$ cat config.mk
export PLATFORM = sky130hd
export DESIGN_NAME = rsp_top
export DESIGN_NICKNAME = d
export VERILOG_FILES = /design/src/rtl/rsp_pkg.sv /design/src/rtl/rsp_pin_if.sv /design/src/rtl/rsp_sync.sv /design/src/rtl/rsp_irq_pin.sv /design/src/rtl/rsp_top.sv
export VERILOG_INCLUDE_DIRS = /design/src /design/src/rtl
export SDC_FILE = /design/constraint.sdc
export NUM_CORES = 1
export LEC_CHECK = 0
export ABC_AREA = 1
export BUFFER_PORTS_ARGS = -buffer_cell sky130_fd_sc_hd__buf_4
export CORE_ASPECT_RATIO = 1.25
export CORE_MARGIN = 2
export CORE_UTILIZATION = 55
export CTS_BUF_LIST = sky130_fd_sc_hd__clkbuf_4 sky130_fd_sc_hd__clkbuf_8
export DETAILED_ROUTE_END_ITERATION = 16
export MAX_ROUTING_LAYER = met4
export PLACE_DENSITY = 0.87
export SYNTH_ARGS = -nofsm -noshare
export SYNTH_HDL_FRONTEND = slang
export SYNTH_SLANG_ARGS = --single-unit
$ cat constraint.sdc
create_clock -name core_clk -period 3.23 [get_ports core_clk]
set_clock_uncertainty 0.2 [all_clocks]
set_input_delay 0.4845 -clock core_clk [delete_from_list [all_inputs] [get_ports core_clk]]
set_output_delay 0.4845 -clock core_clk [all_outputs]
set_load 0.02 [all_outputs]
$ cat src/rtl/rsp_cfg.svh
`ifndef RSP_CFG_SVH
`define RSP_CFG_SVH

// ==========================================================================
// Register byte addresses and word indices.
`define RSP_ADDR_STRAP      8'h00
`define RSP_ADDR_MODE       8'h04
`define RSP_IDX_INT_CTRL    8'h1b
`define RSP_IDX_PHY_CTRL    8'h1f
`define RSP_ADDR_INT_CTRL   8'h6c
`define RSP_ADDR_PHY_CTRL   8'h7c

// ==========================================================================
// Field positions.
`define RSP_STRAP_DUPLEX    0
`define RSP_STRAP_MODE2     1
`define RSP_STRAP_BCAST_DIS 2
`define RSP_STRAP_ISOLATE   3
`define RSP_STRAP_FAULT_N   4
`define RSP_STRAP_WAKE_SEL  5
`define RSP_STRAP_WAKE_FLAG 8
`define RSP_STRAP_VALID     9
`define RSP_MODE_CLK50      0
`define RSP_INT_EN_LSB      8
`define RSP_PHY_IRQ_HIGH    9

// ==========================================================================
// Reset values.
`define RSP_MODE_RST        1'b0
`define RSP_INT_EN_RST      8'h00
`define RSP_IRQ_HIGH_RST    1'b0

// ==========================================================================
// Timing.
`define RSP_CORE_CLK_HZ     200000000
`define RSP_REF_CLK_HZ      50000000
`define RSP_REF_HALF_CYC    (`RSP_CORE_CLK_HZ / (2 * `RSP_REF_CLK_HZ))

`endif

$ cat src/rtl/rsp_pkg.sv
package rsp_pkg;

   // Strap capture sequence, Gray coded along the path.
   typedef enum logic [1:0] {
      RSP_HOLD    = 2'b00,
      RSP_CAPTURE = 2'b01,
      RSP_RUN     = 2'b11
   } rsp_state_t;

   typedef logic [7:0] rsp_evt_t;

endpackage

$ cat src/rtl/rsp_pin_if.sv
`timescale 1ns/10ps
`default_nettype none

// ==========================================================================
// Requests and pin drive of the shared interrupt and wake pin.
interface rsp_pin_if;
   logic irq_req;
   logic wake_req;
   logic active_high;
   logic wake_mode;
   logic run;
   logic pin_out;
   logic pin_oe_n;

   modport ctrl (output irq_req, output wake_req, output active_high,
                 output wake_mode, output run, input pin_out, input pin_oe_n);
   modport drv  (input irq_req, input wake_req, input active_high,
                 input wake_mode, input run, output pin_out, output pin_oe_n);
endinterface

`default_nettype wire

$ cat src/rtl/rsp_sync.sv
`timescale 1ns/10ps
`default_nettype none

// ==========================================================================
// Two-stage synchroniser, one per pin bit.
module rsp_sync (
   input  wire logic       core_clk,
   input  wire logic [5:0] async_in,
   output logic      [5:0] sync_out
);
   genvar i;
   generate
      for (i = 0; i < 6; i++) begin : g_bit
         logic meta;
         // No reset, so pin levels keep flowing while the chip is in reset.
         always_ff @(posedge core_clk) begin
            meta        <= async_in[i];
            sync_out[i] <= meta;
         end
      end
   endgenerate
endmodule

`default_nettype wire

$ cat src/rtl/rsp_irq_pin.sv
`timescale 1ns/10ps
`default_nettype none

// ==========================================================================
// Open-drain driver of the shared interrupt and wake pin.
module rsp_irq_pin (
   input  wire logic core_clk,
   input  wire logic sys_rst,
   rsp_pin_if.drv    pin
);
   logic pull_low;

   // Wake mode pulls low on a wake event; interrupt mode pulls low on a request when
   // the active level is low, or while idle when the active level is high.
   assign pull_low = pin.wake_mode ? pin.wake_req
                                   : (pin.irq_req ^ pin.active_high);

   // The pin is only ever pulled low or released to its pull-up.
   always_ff @(posedge core_clk) begin
      if (sys_rst) begin
         pin.pin_oe_n <= 1'b1;
      end else begin
         pin.pin_oe_n <= ~(pin.run & pull_low);
      end
   end
   assign pin.pin_out = 1'b0;
endmodule

`default_nettype wire

$ cat src/rtl/rsp_top.sv
// The implementer's own choices: the address map and the AXI4-Lite slave port.
`timescale 1ns/10ps
`default_nettype none
`include "rsp_cfg.svh"

module rsp_top (
   input  wire logic        core_clk,
   input  wire logic        sys_rst,
   // AXI4-Lite slave.
   input  wire logic [7:0]  s_axi_awaddr,
   input  wire logic        s_axi_awvalid,
   output logic             s_axi_awready,
   input  wire logic [31:0] s_axi_wdata,
   input  wire logic [3:0]  s_axi_wstrb,
   input  wire logic        s_axi_wvalid,
   output logic             s_axi_wready,
   output logic [1:0]       s_axi_bresp,
   output logic             s_axi_bvalid,
   input  wire logic        s_axi_bready,
   input  wire logic [7:0]  s_axi_araddr,
   input  wire logic        s_axi_arvalid,
   output logic             s_axi_arready,
   output logic [31:0]      s_axi_rdata,
   output logic [1:0]       s_axi_rresp,
   output logic             s_axi_rvalid,
   input  wire logic        s_axi_rready,
   // Receive path from the PHY core.
   input  wire logic        rx_data0,
   input  wire logic        rx_crs_dv,
   input  wire logic        rx_error,
   input  wire logic [7:0]  int_event,
   input  wire logic        wol_event,
   // Dual-use pins.
   input  wire logic        rxd0_pin_in,
   output logic             rxd0_pin_out,
   output logic             rxd0_pin_oe_n,
   input  wire logic        crs_dv_pin_in,
   output logic             crs_dv_pin_out,
   output logic             crs_dv_pin_oe_n,
   input  wire logic        ref_clk_pin_in,
   output logic             ref_clk_pin_out,
   output logic             ref_clk_pin_oe_n,
   input  wire logic        rxer_pin_in,
   output logic             rxer_pin_out,
   output logic             rxer_pin_oe_n,
   input  wire logic        interrupt_request_pin_in,
   output logic             interrupt_request_pin_out,
   output logic             interrupt_request_pin_oe_n,
   input  wire logic        wake_sel_pin_in
);

   // ========================================================================
   // Pin synchronisers and strap capture.
   logic [5:0]          pin_sync;
   logic [5:0]          strap;
   logic                strap_valid;
   rsp_pkg::rsp_state_t state;
   rsp_pkg::rsp_state_t next_state;
   logic                run;

   rsp_sync u_sync (
      .core_clk (core_clk),
      .async_in ({wake_sel_pin_in, interrupt_request_pin_in, rxer_pin_in,
                  ref_clk_pin_in, crs_dv_pin_in, rxd0_pin_in}),
      .sync_out (pin_sync)
   );

   // Reset holds the sequence; the second cycle after release captures.
   always_comb begin
      unique case (state)
         rsp_pkg::RSP_HOLD:    next_state = rsp_pkg::RSP_CAPTURE;
         rsp_pkg::RSP_CAPTURE: next_state = rsp_pkg::RSP_RUN;
         rsp_pkg::RSP_RUN:     next_state = rsp_pkg::RSP_RUN;
         default:              next_state = rsp_pkg::RSP_HOLD;
      endcase
   end

   always_ff @(posedge core_clk) begin
      if (sys_rst) begin
         state <= rsp_pkg::RSP_HOLD;
      end else begin
         state <= next_state;
      end
   end

   // Straps load once per reset and hold until the next one.
   always_ff @(posedge core_clk) begin
      if (sys_rst) begin
         strap       <= 6'h00;
         strap_valid <= 1'b0;
      end else if (state == rsp_pkg::RSP_CAPTURE) begin
         strap       <= pin_sync;
         strap_valid <= 1'b1;
      end
   end

   assign run = (state == rsp_pkg::RSP_RUN);

   // ========================================================================
   // Registers.
   logic       clk50_mode;
   logic [7:0] int_en;
   rsp_pkg::rsp_evt_t int_stat;
   logic       irq_high;
   logic       wake_flag;

   // ========================================================================
   // AXI4-Lite write channel.
   logic [7:0]  aw_addr;
   logic        aw_held;
   logic [31:0] w_data;
   logic [3:0]  w_strb;
   logic        w_held;
   logic        wr_do;
   logic [31:0] wmask;
   logic [31:0] wval;
   logic        wr_strap;
   logic        wr_mode;
   logic        wr_int;
   logic        wr_phy;
   logic        wr_hit;

   assign s_axi_awready = ~aw_held & ~s_axi_bvalid;
   assign s_axi_wready  = ~w_held & ~s_axi_bvalid;
   assign wr_do         = aw_held & w_held & ~s_axi_bvalid;

   genvar b;
   generate
      for (b = 0; b < 4; b++) begin : g_strb
         assign wmask[b*8 +: 8] = {8{w_strb[b]}};
      end
   endgenerate
   assign wval = w_data & wmask;

   // Write decode.
   assign wr_strap = wr_do & (aw_addr == `RSP_ADDR_STRAP);
   assign wr_mode  = wr_do & (aw_addr == `RSP_ADDR_MODE);
   assign wr_int   = wr_do & (aw_addr == `RSP_ADDR_INT_CTRL);
   assign wr_phy   = wr_do & (aw_addr == `RSP_ADDR_PHY_CTRL);
   assign wr_hit   = wr_strap | wr_mode | wr_int | wr_phy;

   // Address and data are held until both have arrived.
   always_ff @(posedge core_clk) begin
      if (sys_rst) begin
         aw_held <= 1'b0;
         w_held  <= 1'b0;
         aw_addr <= 8'h00;
         w_data  <= 32'h0000_0000;
         w_strb  <= 4'h0;
      end else begin
         if (s_axi_awvalid & s_axi_awready) begin
            aw_held <= 1'b1;
            aw_addr <= s_axi_awaddr;
         end else if (wr_do) begin
            aw_held <= 1'b0;
         end
         if (s_axi_wvalid & s_axi_wready) begin
            w_held <= 1'b1;
            w_data <= s_axi_wdata;
            w_strb <= s_axi_wstrb;
         end else if (wr_do) begin
            w_held <= 1'b0;
         end
      end
   end

   // Write response, error for an unmapped address.
   always_ff @(posedge core_clk) begin
      if (sys_rst) begin
         s_axi_bvalid <= 1'b0;
         s_axi_bresp  <= 2'b00;
      end else if (wr_do) begin
         s_axi_bvalid <= 1'b1;
         s_axi_bresp  <= wr_hit ? 2'b00 : 2'b10;
      end else if (s_axi_bready) begin
         s_axi_bvalid <= 1'b0;
      end
   end

   // ========================================================================
   // AXI4-Lite read channel.
   logic        rd_take;
   logic        rd_int_clr;
   logic        rd_hit;
   logic [31:0] rd_mux;

   assign s_axi_arready = ~s_axi_rvalid;
   assign rd_take       = s_axi_arvalid & s_axi_arready;
   assign rd_int_clr    = rd_take & (s_axi_araddr == `RSP_ADDR_INT_CTRL);
   assign rd_hit        = (s_axi_araddr == `RSP_ADDR_STRAP) | (s_axi_araddr == `RSP_ADDR_MODE) |
                          (s_axi_araddr == `RSP_ADDR_INT_CTRL) |
                          (s_axi_araddr == `RSP_ADDR_PHY_CTRL);

   // Read selection; unmapped and reserved bits read as zero.
   assign rd_mux = (s_axi_araddr == `RSP_ADDR_STRAP) ?
                      {22'h00_0000, strap_valid, wake_flag, 2'b00, strap} :
                   (s_axi_araddr == `RSP_ADDR_MODE) ? {31'h0000_0000, clk50_mode} :
                   (s_axi_araddr == `RSP_ADDR_INT_CTRL) ? {16'h0000, int_en, int_stat} :
                   (s_axi_araddr == `RSP_ADDR_PHY_CTRL) ? {22'h00_0000, irq_high, 9'h000} :
                   32'h0000_0000;

   always_ff @(posedge core_clk) begin
      if (sys_rst) begin
         s_axi_rvalid <= 1'b0;
         s_axi_rdata  <= 32'h0000_0000;
         s_axi_rresp  <= 2'b00;
      end else if (rd_take) begin
         s_axi_rvalid <= 1'b1;
         s_axi_rdata  <= rd_mux;
         s_axi_rresp  <= rd_hit ? 2'b00 : 2'b10;
      end else if (s_axi_rready) begin
         s_axi_rvalid <= 1'b0;
      end
   end

   // ========================================================================
   // Control registers and sticky status.
   rsp_pkg::rsp_evt_t next_int_stat;
   logic              next_wake_flag;

   // A new event wins over a clear in the same cycle.
   assign next_int_stat  = (int_stat & ~{8{rd_int_clr}}) | int_event;
   assign next_wake_flag = (wake_flag & ~(wr_strap & wval[`RSP_STRAP_WAKE_FLAG])) |
                           wol_event;

   always_ff @(posedge core_clk) begin
      if (sys_rst) begin
         clk50_mode <= `RSP_MODE_RST;
         int_en     <= `RSP_INT_EN_RST;
         irq_high   <= `RSP_IRQ_HIGH_RST;
         int_stat   <= 8'h00;
         wake_flag  <= 1'b0;
      end else begin
         int_stat  <= next_int_stat;
         wake_flag <= next_wake_flag;
         if (wr_mode & w_strb[0]) begin
            clk50_mode <= wval[`RSP_MODE_CLK50];
         end
         if (wr_int & w_strb[1]) begin
            int_en <= wval[`RSP_INT_EN_LSB +: 8];
         end
         if (wr_phy & w_strb[1]) begin
            irq_high <= wval[`RSP_PHY_IRQ_HIGH];
         end
      end
   end

   // ========================================================================
   // Interrupt and wake pin.
   rsp_pin_if pin_bus ();

   assign pin_bus.irq_req     = |(int_stat & int_en);
   assign pin_bus.wake_req    = wake_flag;
   assign pin_bus.active_high = irq_high;
   assign pin_bus.wake_mode   = strap[`RSP_STRAP_WAKE_SEL];
   assign pin_bus.run         = run;

   rsp_irq_pin u_irq_pin (
      .core_clk (core_clk),
      .sys_rst  (sys_rst),
      .pin      (pin_bus.drv)
   );

   assign interrupt_request_pin_out  = pin_bus.pin_out;
   assign interrupt_request_pin_oe_n = pin_bus.pin_oe_n;

   // ========================================================================
   // Reference clock divider; the falling phase gives the data update tick.
   logic [1:0] ref_cnt;
   logic       ref_lvl;
   logic       ref_wrap;
   logic       rmii_tick;

   assign ref_wrap  = (ref_cnt == 2'(`RSP_REF_HALF_CYC - 1));
   assign rmii_tick = ref_wrap & ref_lvl;

   always_ff @(posedge core_clk) begin
      if (sys_rst) begin
         ref_cnt <= 2'h0;
         ref_lvl <= 1'b0;
      end else if (ref_wrap) begin
         ref_cnt <= 2'h0;
         ref_lvl <= ~ref_lvl;
      end else begin
         ref_cnt <= ref_cnt + 2'h1;
      end
   end

   // ========================================================================
   // RMII receive outputs and reference clock pin.
   always_ff @(posedge core_clk) begin
      if (sys_rst) begin
         rxd0_pin_out     <= 1'b0;
         crs_dv_pin_out   <= 1'b0;
         rxer_pin_out     <= 1'b0;
         rxd0_pin_oe_n    <= 1'b1;
         crs_dv_pin_oe_n  <= 1'b1;
         rxer_pin_oe_n    <= 1'b1;
         ref_clk_pin_out  <= 1'b0;
         ref_clk_pin_oe_n <= 1'b1;
      end else begin
         rxd0_pin_oe_n    <= ~run;
         crs_dv_pin_oe_n  <= ~run;
         rxer_pin_oe_n    <= ~run;
         ref_clk_pin_out  <= ref_lvl;
         ref_clk_pin_oe_n <= ~run | clk50_mode;
         if (rmii_tick) begin
            rxd0_pin_out   <= rx_data0;
            crs_dv_pin_out <= rx_crs_dv;
            rxer_pin_out   <= rx_error;
         end
      end
   end

endmodule

`default_nettype wire

==> flow_metrics.env, run 1 <==
export IMPL_outcome="completed"
export IMPL_dr_total_vias=3052
export IMPL_hold_class="input pin to register"
export IMPL_fin_tns_setup_ns=0
export IMPL_wl_um=7440
export IMPL_synth_area_leaders="dfxtp_1 51%, nor2_1 9.4%, nand2_1 7.9%"
export IMPL_antennaDiodeCount=0
export IMPL_switchingPower_uw=633
export IMPL_num_io_pins=128
export IMPL_h_tree_depth=3
export IMPL_drt_first_iter_violations=234
export IMPL_drc=0
export IMPL_clock_sinks=91
export IMPL_clk_latency_ns=0.36
export IMPL_p_sw_share_pct=26.5
export IMPL_cts_tree="yes"
export IMPL_ant_nets=0
export IMPL_place_ws_ns=1.38
export IMPL_cts_hold_buf=0
export IMPL_routed_via_density=4.82
export IMPL_grt_ovfl_total=0
export IMPL_fin_crit_sh_pct=56.7
export IMPL_power_frac_comb_pct=12.1
export IMPL_seq_area_frac_synth_pct=50.6
export IMPL_core_area_um2=6250
export IMPL_crit_fanout=5
export IMPL_finalWeightedCongestion=0.856
export IMPL_worst_r2r_path_depth=5
export IMPL_setup_ws_ns=1.40
export IMPL_cts_clk_slew_worst_paths_ns=0.09
export IMPL_hold_depth=1
export IMPL_r2r_slack_ns=1.64
export IMPL_ys_ff_latch=91
export IMPL_grt_pass1_vias=2859
export IMPL_grtUsageTotal_pct=22.0
export IMPL_root_buffer="clkbuf_8"
export IMPL_slew_headroom_pct=59.3
export IMPL_synth_top_cell_area_share_pct=50.6
export IMPL_synth_edf_count=0
export IMPL_seqPwrFrac_pct=51.5
export IMPL_ys_warn_count=0
export IMPL_critPathArrivalTime_ns=1.15
export IMPL_drv_cap=0
export IMPL_nNetsFinal=621
export IMPL_initial_core_util_pct=57.6
export IMPL_intPower_uw=1750
export IMPL_cts_resized_gates=0
export IMPL_total_power_uw=2390
export IMPL_ir_drop_mv=0.525
export IMPL_dr_pass1_iters=6
export IMPL_antenna_found_initial=0
export IMPL_critPathKind="register to output port"
export IMPL_syn2layout_area_growth_pct=22.5
export IMPL_hold_violations=0
export IMPL_syn_area_um2=3600
export IMPL_drive_gt1_share_pct=23.9
export IMPL_p_leak_uw=0.00209
export IMPL_ys_async_sr_fraction_pct=0
export IMPL_cts_max_path_buffers=2
export IMPL_die_area_um2=7210
export IMPL_wire_per_inst_um=11.8
export IMPL_grt_max_degree=45
export IMPL_dominantRegCellSynth="dfxtp_1"
export IMPL_die_w_um=76.3
export IMPL_end_kind="output port"
export IMPL_portBuffers=83
export IMPL_avgSynthCellArea_um2=7.74
export IMPL_setup_viol=0
export IMPL_syn_inst=465
export IMPL_grt_pass1_wl_um=12400
export IMPL_fmax_mhz=546
export IMPL_std_cell_rows=32
export IMPL_period_needed_ns=1.83
export IMPL_dp_hpwl_um=5520
export IMPL_tightestPinTransition_ns=0.609
export IMPL_rsz0062_at_grt="false"
export IMPL_yosys_area_top_type="dfxtp_1"
export IMPL_crit_path_start_kind="register"
export IMPL_clkPwrFrac_pct=36.3
export IMPL_cts_buffers=9
export IMPL_die_height_um=94.4
export IMPL_cp_required_ns=2.55
export IMPL_drv_slew=0
export IMPL_yosys_cell_types_count=32
export IMPL_hold_slack_ns=0.0160
export IMPL_p_per_area_nw_per_um2=542
export IMPL_post_cts_buffers=0
-- cell type report --
cell class | count | area (µm²)
Sequential cell | 91 | 1820
Inverter | 50 | 190
Tap cell | 85 | 106
Clock inverter | 7 | 106
Fill cell | 526 | 1840
Multi-Input combinational cell | 308 | 1440
Clock buffer | 9 | 124
Timing Repair Buffer | 83 | 623
-- metal layers --
metal	share of wire [%]	track usage, %
met1	41	24.0
met2	52	39.7
met3	5.3	3.25
met4	2.2	10.5
met5	0	-
-- cells in the mapped netlist (2+ instances only) --
cell       n
nor2_4     3
o21ai_0   29
nand3_1   15
o21ai_1   12
nor2_2     3
o211ai_1   3
buf_4     21
nor3_1     4
nor2_1    90
nand2_1   76
clkbuf_1   9
inv_1     38
a21oi_2    8
nand2_2    2
inv_2     10
a21oi_1   34
dfxtp_1   91
buf_2      3
-- cells in the final DEF (no fill, tap or decap), types with 2 or more instances in the layout --
cell	instances
bufinv_16	2
nor2_2	3
buf_4	83
o211ai_1	3
a21oi_1	34
nand2_1	76
nand3_1	15
a21oi_2	8
clkinv_4	2
nor2_1	90
nand2_2	2
nor2_4	3
inv_1	38
dfxtp_1	91
nor3_1	4
inv_6	2
inv_2	10
o21ai_0	29
conb_1	19
o21ai_1	12
clkbuf_8	9
-- metrics by stage --
step                      instance area (µm²)  instances  utilization (%)
final                                    4410        633             70.6
after global routing                     4410        633             70.6
after CTS                                4410        633             70.6
after detailed placement                 4180        617             66.9
after global placement                   4180        617             66.9
after floorplan                          3660        483                -
-- worst paths after layout --
| kind | start | to |
|---|---|---|
| worst max-delay path | s_axi_bvalid | s_axi_awready |
| worst min-delay path | interrupt_request_pin_in | u_sync.g_bit[4].meta |
| worst max register to register | s_axi_bvalid | w_data[14] |
| worst min register to register | u_sync.g_bit[2].meta | u_sync.sync_out[2] |
-- power by group through the flow --
| stage | Combinational (µW) | Clock [µW] | Sequential, µW |
|---|---|---|---|
| 6_report | 289 | 867 | 1230 |
| 5_1_grt | 322 | 922 | 1240 |
| 4_1_cts | 290 | 876 | 1230 |
| 3_3_place_gp | 279 | 0 | 1250 |
| 3_5_place_dp | 288 | 0 | 1260 |
| 2_1_floorplan | 185 | 0 | 1260 |
-- logic make-up after synthesis --
logic type,Yosys count,synth area share (%)
buffers and inverters,84,11.3
adder cells (fa/ha/maj),1,0.348
other,1,0.104
flip-flops,91,50.6
AND/OR/NAND/NOR,199,24.0
AO/OA/AOI/OAI,89,13.6
-- registers in the layout, indices dropped and copies added, names as in the netlist, 2 cells and up --
name and flops:
u_sync.sync_out 6, u_sync.g_bit.meta 6, int_stat 8, w_strb 2, state 2, ref_cnt 2
s_axi_rdata 16, int_en 8, strap 6, aw_addr 8, w_data 9
-- worst max-delay path, stage by stage, from the launching register on --
cell	delay [ns]
dfxtp_1	0.38
nor2_2	0.22
buf_4	0.18
Note: power is estimated with default switching activity, not from simulation.
==> run 2, diff against run 1 <==
ABC_AREA = 0   (was 1)
CORE_UTILIZATION = 51   (was 55)
PLACE_DENSITY = 0.82   (was 0.87)
clock period = 1.9 ns   (was 3.23 ns; I/O delays follow)
==> run 2 against run 1 <==
  * Routed wire length up 6.4%
  * Final area up 6.6%
  * Synthesized cell count down 21%
  * Sequential share of layout area down 2.6 points
  * Via count down 5.0%
  * Highest routed layer unchanged
  * Hold slack better by 0.0060 ns
  * Clock-buffer cell count up 1
  * Largest power group unchanged
==> flow_metrics.env, run 2 <==
export IMPL_initial_core_util_pct=52.6
export IMPL_cts_tree="yes"
export IMPL_yosys_cell_types_count=41
export IMPL_slowest_delay_ns=0.49
export IMPL_ys_async_sr_fraction_pct=0
export IMPL_clk_latency_ns=0.35
export IMPL_portBuffers=83
export IMPL_path_delay_family="simple AND/OR/NAND/NOR gates"
export IMPL_core_area_um2=6520
export IMPL_seq_area_frac_synth_pct=53.1
export IMPL_syn_area_um2=3430
export IMPL_critPathArrivalTime_ns=1.79
export IMPL_clock_sinks=91
export IMPL_final_area_um2=4700
export IMPL_ys_warn_count=0
export IMPL_grt_pass1_wl_um=12600
export IMPL_h_tree_depth=3
export IMPL_synth_top_cell_area_share_pct=53.1
export IMPL_fmax_mhz=569
export IMPL_drt_first_iter_violations=131
export IMPL_critPathKind="register to register"
export IMPL_cts_buffers=9
export IMPL_period_needed_ns=1.76
export IMPL_end_kind="register"
export IMPL_fin_crit_sh_pct=92.5
export IMPL_syn2layout_area_growth_pct=36.9
export IMPL_largestRegisters="s_axi_rdata: 16 flops, w_data: 9 flops"
export IMPL_root_buffer="clkbuf_8"
export IMPL_dominantRegCellSynth="dfxtp_1"
export IMPL_cts_max_path_buffers=2
export IMPL_dr_total_vias=2898
export IMPL_die_w_um=77.4
export IMPL_hold_violations=0
export IMPL_drv_slew=0
export IMPL_antennaDiodeCount=0
export IMPL_grt_pass1_vias=2793
export IMPL_dp_hpwl_um=5320
export IMPL_ir_drop_mv=0.694
export IMPL_crit_fanout=8
export IMPL_cts_resized_gates=0
export IMPL_layout_common_cells="94 x buf_4, 91 x dfxtp_1, 50 x nand2_1"
export IMPL_hold_slack_ns=0.0220
export IMPL_top_register="s_axi_rdata"
export IMPL_cp_required_ns=1.93
export IMPL_dpl_cell_area_um2=4110
export IMPL_synth_top_cells_by_count="91 x dfxtp_1, 50 x nand2_1, 37 x a21oi_1"
export IMPL_r2r_slack_ns=0.14
export IMPL_fillCellCount=498
export IMPL_avgSynthCellArea_um2=9.38
export IMPL_nNetsFinal=568
export IMPL_finalWeightedCongestion=0.848
export IMPL_setup_viol=0
export IMPL_final_seq_area_um2=1820
export IMPL_die_height_um=95.7
export IMPL_p_leak_uw=0.00196
export IMPL_grt_max_degree=79
export IMPL_crit_path_start_kind="register"
export IMPL_outcome="completed"
export IMPL_routed_via_density=4.98
export IMPL_wl_um=7920
export IMPL_std_cell_rows=33
export IMPL_num_io_pins=128
export IMPL_p_per_area_nw_per_um2=854
export IMPL_ant_nets=0
export IMPL_post_cts_buffers=0
export IMPL_multi_input_area_um2=1420
export IMPL_ys_ff_latch=91
export IMPL_antenna_found_initial=0
export IMPL_fin_cells=582
export IMPL_crit_chain="nand2b_1, or4_1, buf_4, a21oi_1, nor2_1"
export IMPL_grt_ovfl_total=0
export IMPL_final_common_cell="buf_4"
export IMPL_rsz0062_at_grt="false"
export IMPL_largest_reg_flops=16
export IMPL_synth_edf_count=0
export IMPL_hold_class="input pin to register"
export IMPL_yosysMostFrequentCell="dfxtp_1"
export IMPL_yosys_area_top_type="dfxtp_1"
export IMPL_crit_path_top_delay_cell="or4_1"
export IMPL_synth_area_leaders="dfxtp_1 53%, nand2_1 5.5%, a21oi_1 5.4%"
export IMPL_place_inst=529
export IMPL_drive_gt1_share_pct=24.4
export IMPL_cp_buffers_inverters=1
export IMPL_die_area_um2=7410
export IMPL_wire_per_inst_um=13.6
export IMPL_dr_pass1_iters=4
export IMPL_cts_clk_slew_worst_paths_ns=0.08
export IMPL_syn_inst=366
export IMPL_grtUsageTotal_pct=22.2
export IMPL_drv_cap=0
export IMPL_drc=0
-- run 2: final timing paths --
path	start	end	cells after the start
min	rx_data0	rxd0_pin_out	3
min reg2reg	u_sync.g_bit[5].meta	u_sync.sync_out[5]	0
max	s_axi_rvalid	int_stat[1]	5
max reg2reg	s_axi_rvalid	int_stat[1]	5
-- run 2: area by class of cell --
cell class              instances  share of cell area [%]
flip-flops and latches         91                    38.8
multi-input cells             247                    30.1
repair buffers                132                    23.3
clock buffers                  10                    2.80
well taps                      87                    2.32
clock inverters                 6                    1.92
inverters                       9                   0.719
-- run 2: cell families (layout without fill, tap and decap cells) --
kind of cell	Yosys count	count (layout)	synth area share, %
compound gates	65	65	12.1
xor+xnor	1	1	0.255
fa+ha+maj	1	1	0.365
buf+inv	46	157	7.66
flops	91	91	53.1
mux	17	17	4.96
other cells	1	19	0.109
simple gates	144	144	21.4
-- run 2: layer usage --
layer / wire (µm) / up-vias / global-route usage, %
met5: 0 / - / -
li1: - / 1449 / -
met2: 4260 / 94 / 39.7
met1: 3120 / 1337 / 24.3
met3: 371 / 18 / 5.72
met4: 159 / 0 / 7.44
-- run 2: through the flow --
stage / setup TNS (ns) / total power (µW) / worst slack [ns] / util [%]
2_1_floorplan: 0 / 2410 / 0.0861 / -
3_3_place_gp: 0 / 2570 / 0.00243 / 62.9
3_5_place_dp: -0.106 / 2580 / -0.0269 / 62.9
4_1_cts: 0 / 4020 / 0.124 / 71.8
5_1_grt: 0 / 4180 / 0.0306 / 72.0
6_report: 0 / 4010 / 0.142 / 72.0
-- run 2: report_power, final --
part	internal [µW]	switching (µW)
combinational	256	268
clock	755	654
sequential	2010	72.1
-- run 2: worst min-delay path, stage by stage --
cell	delay, ns
buf_4	0.11
nand3_1	0.06
a21oi_1	0.07
-- run 2: repair_timing --
action                                  4_1_cts  5_1_grt
endpoints found under the hold margin        36        1
hold buffers                                 36        1
endpoints found under the setup margin        0        0
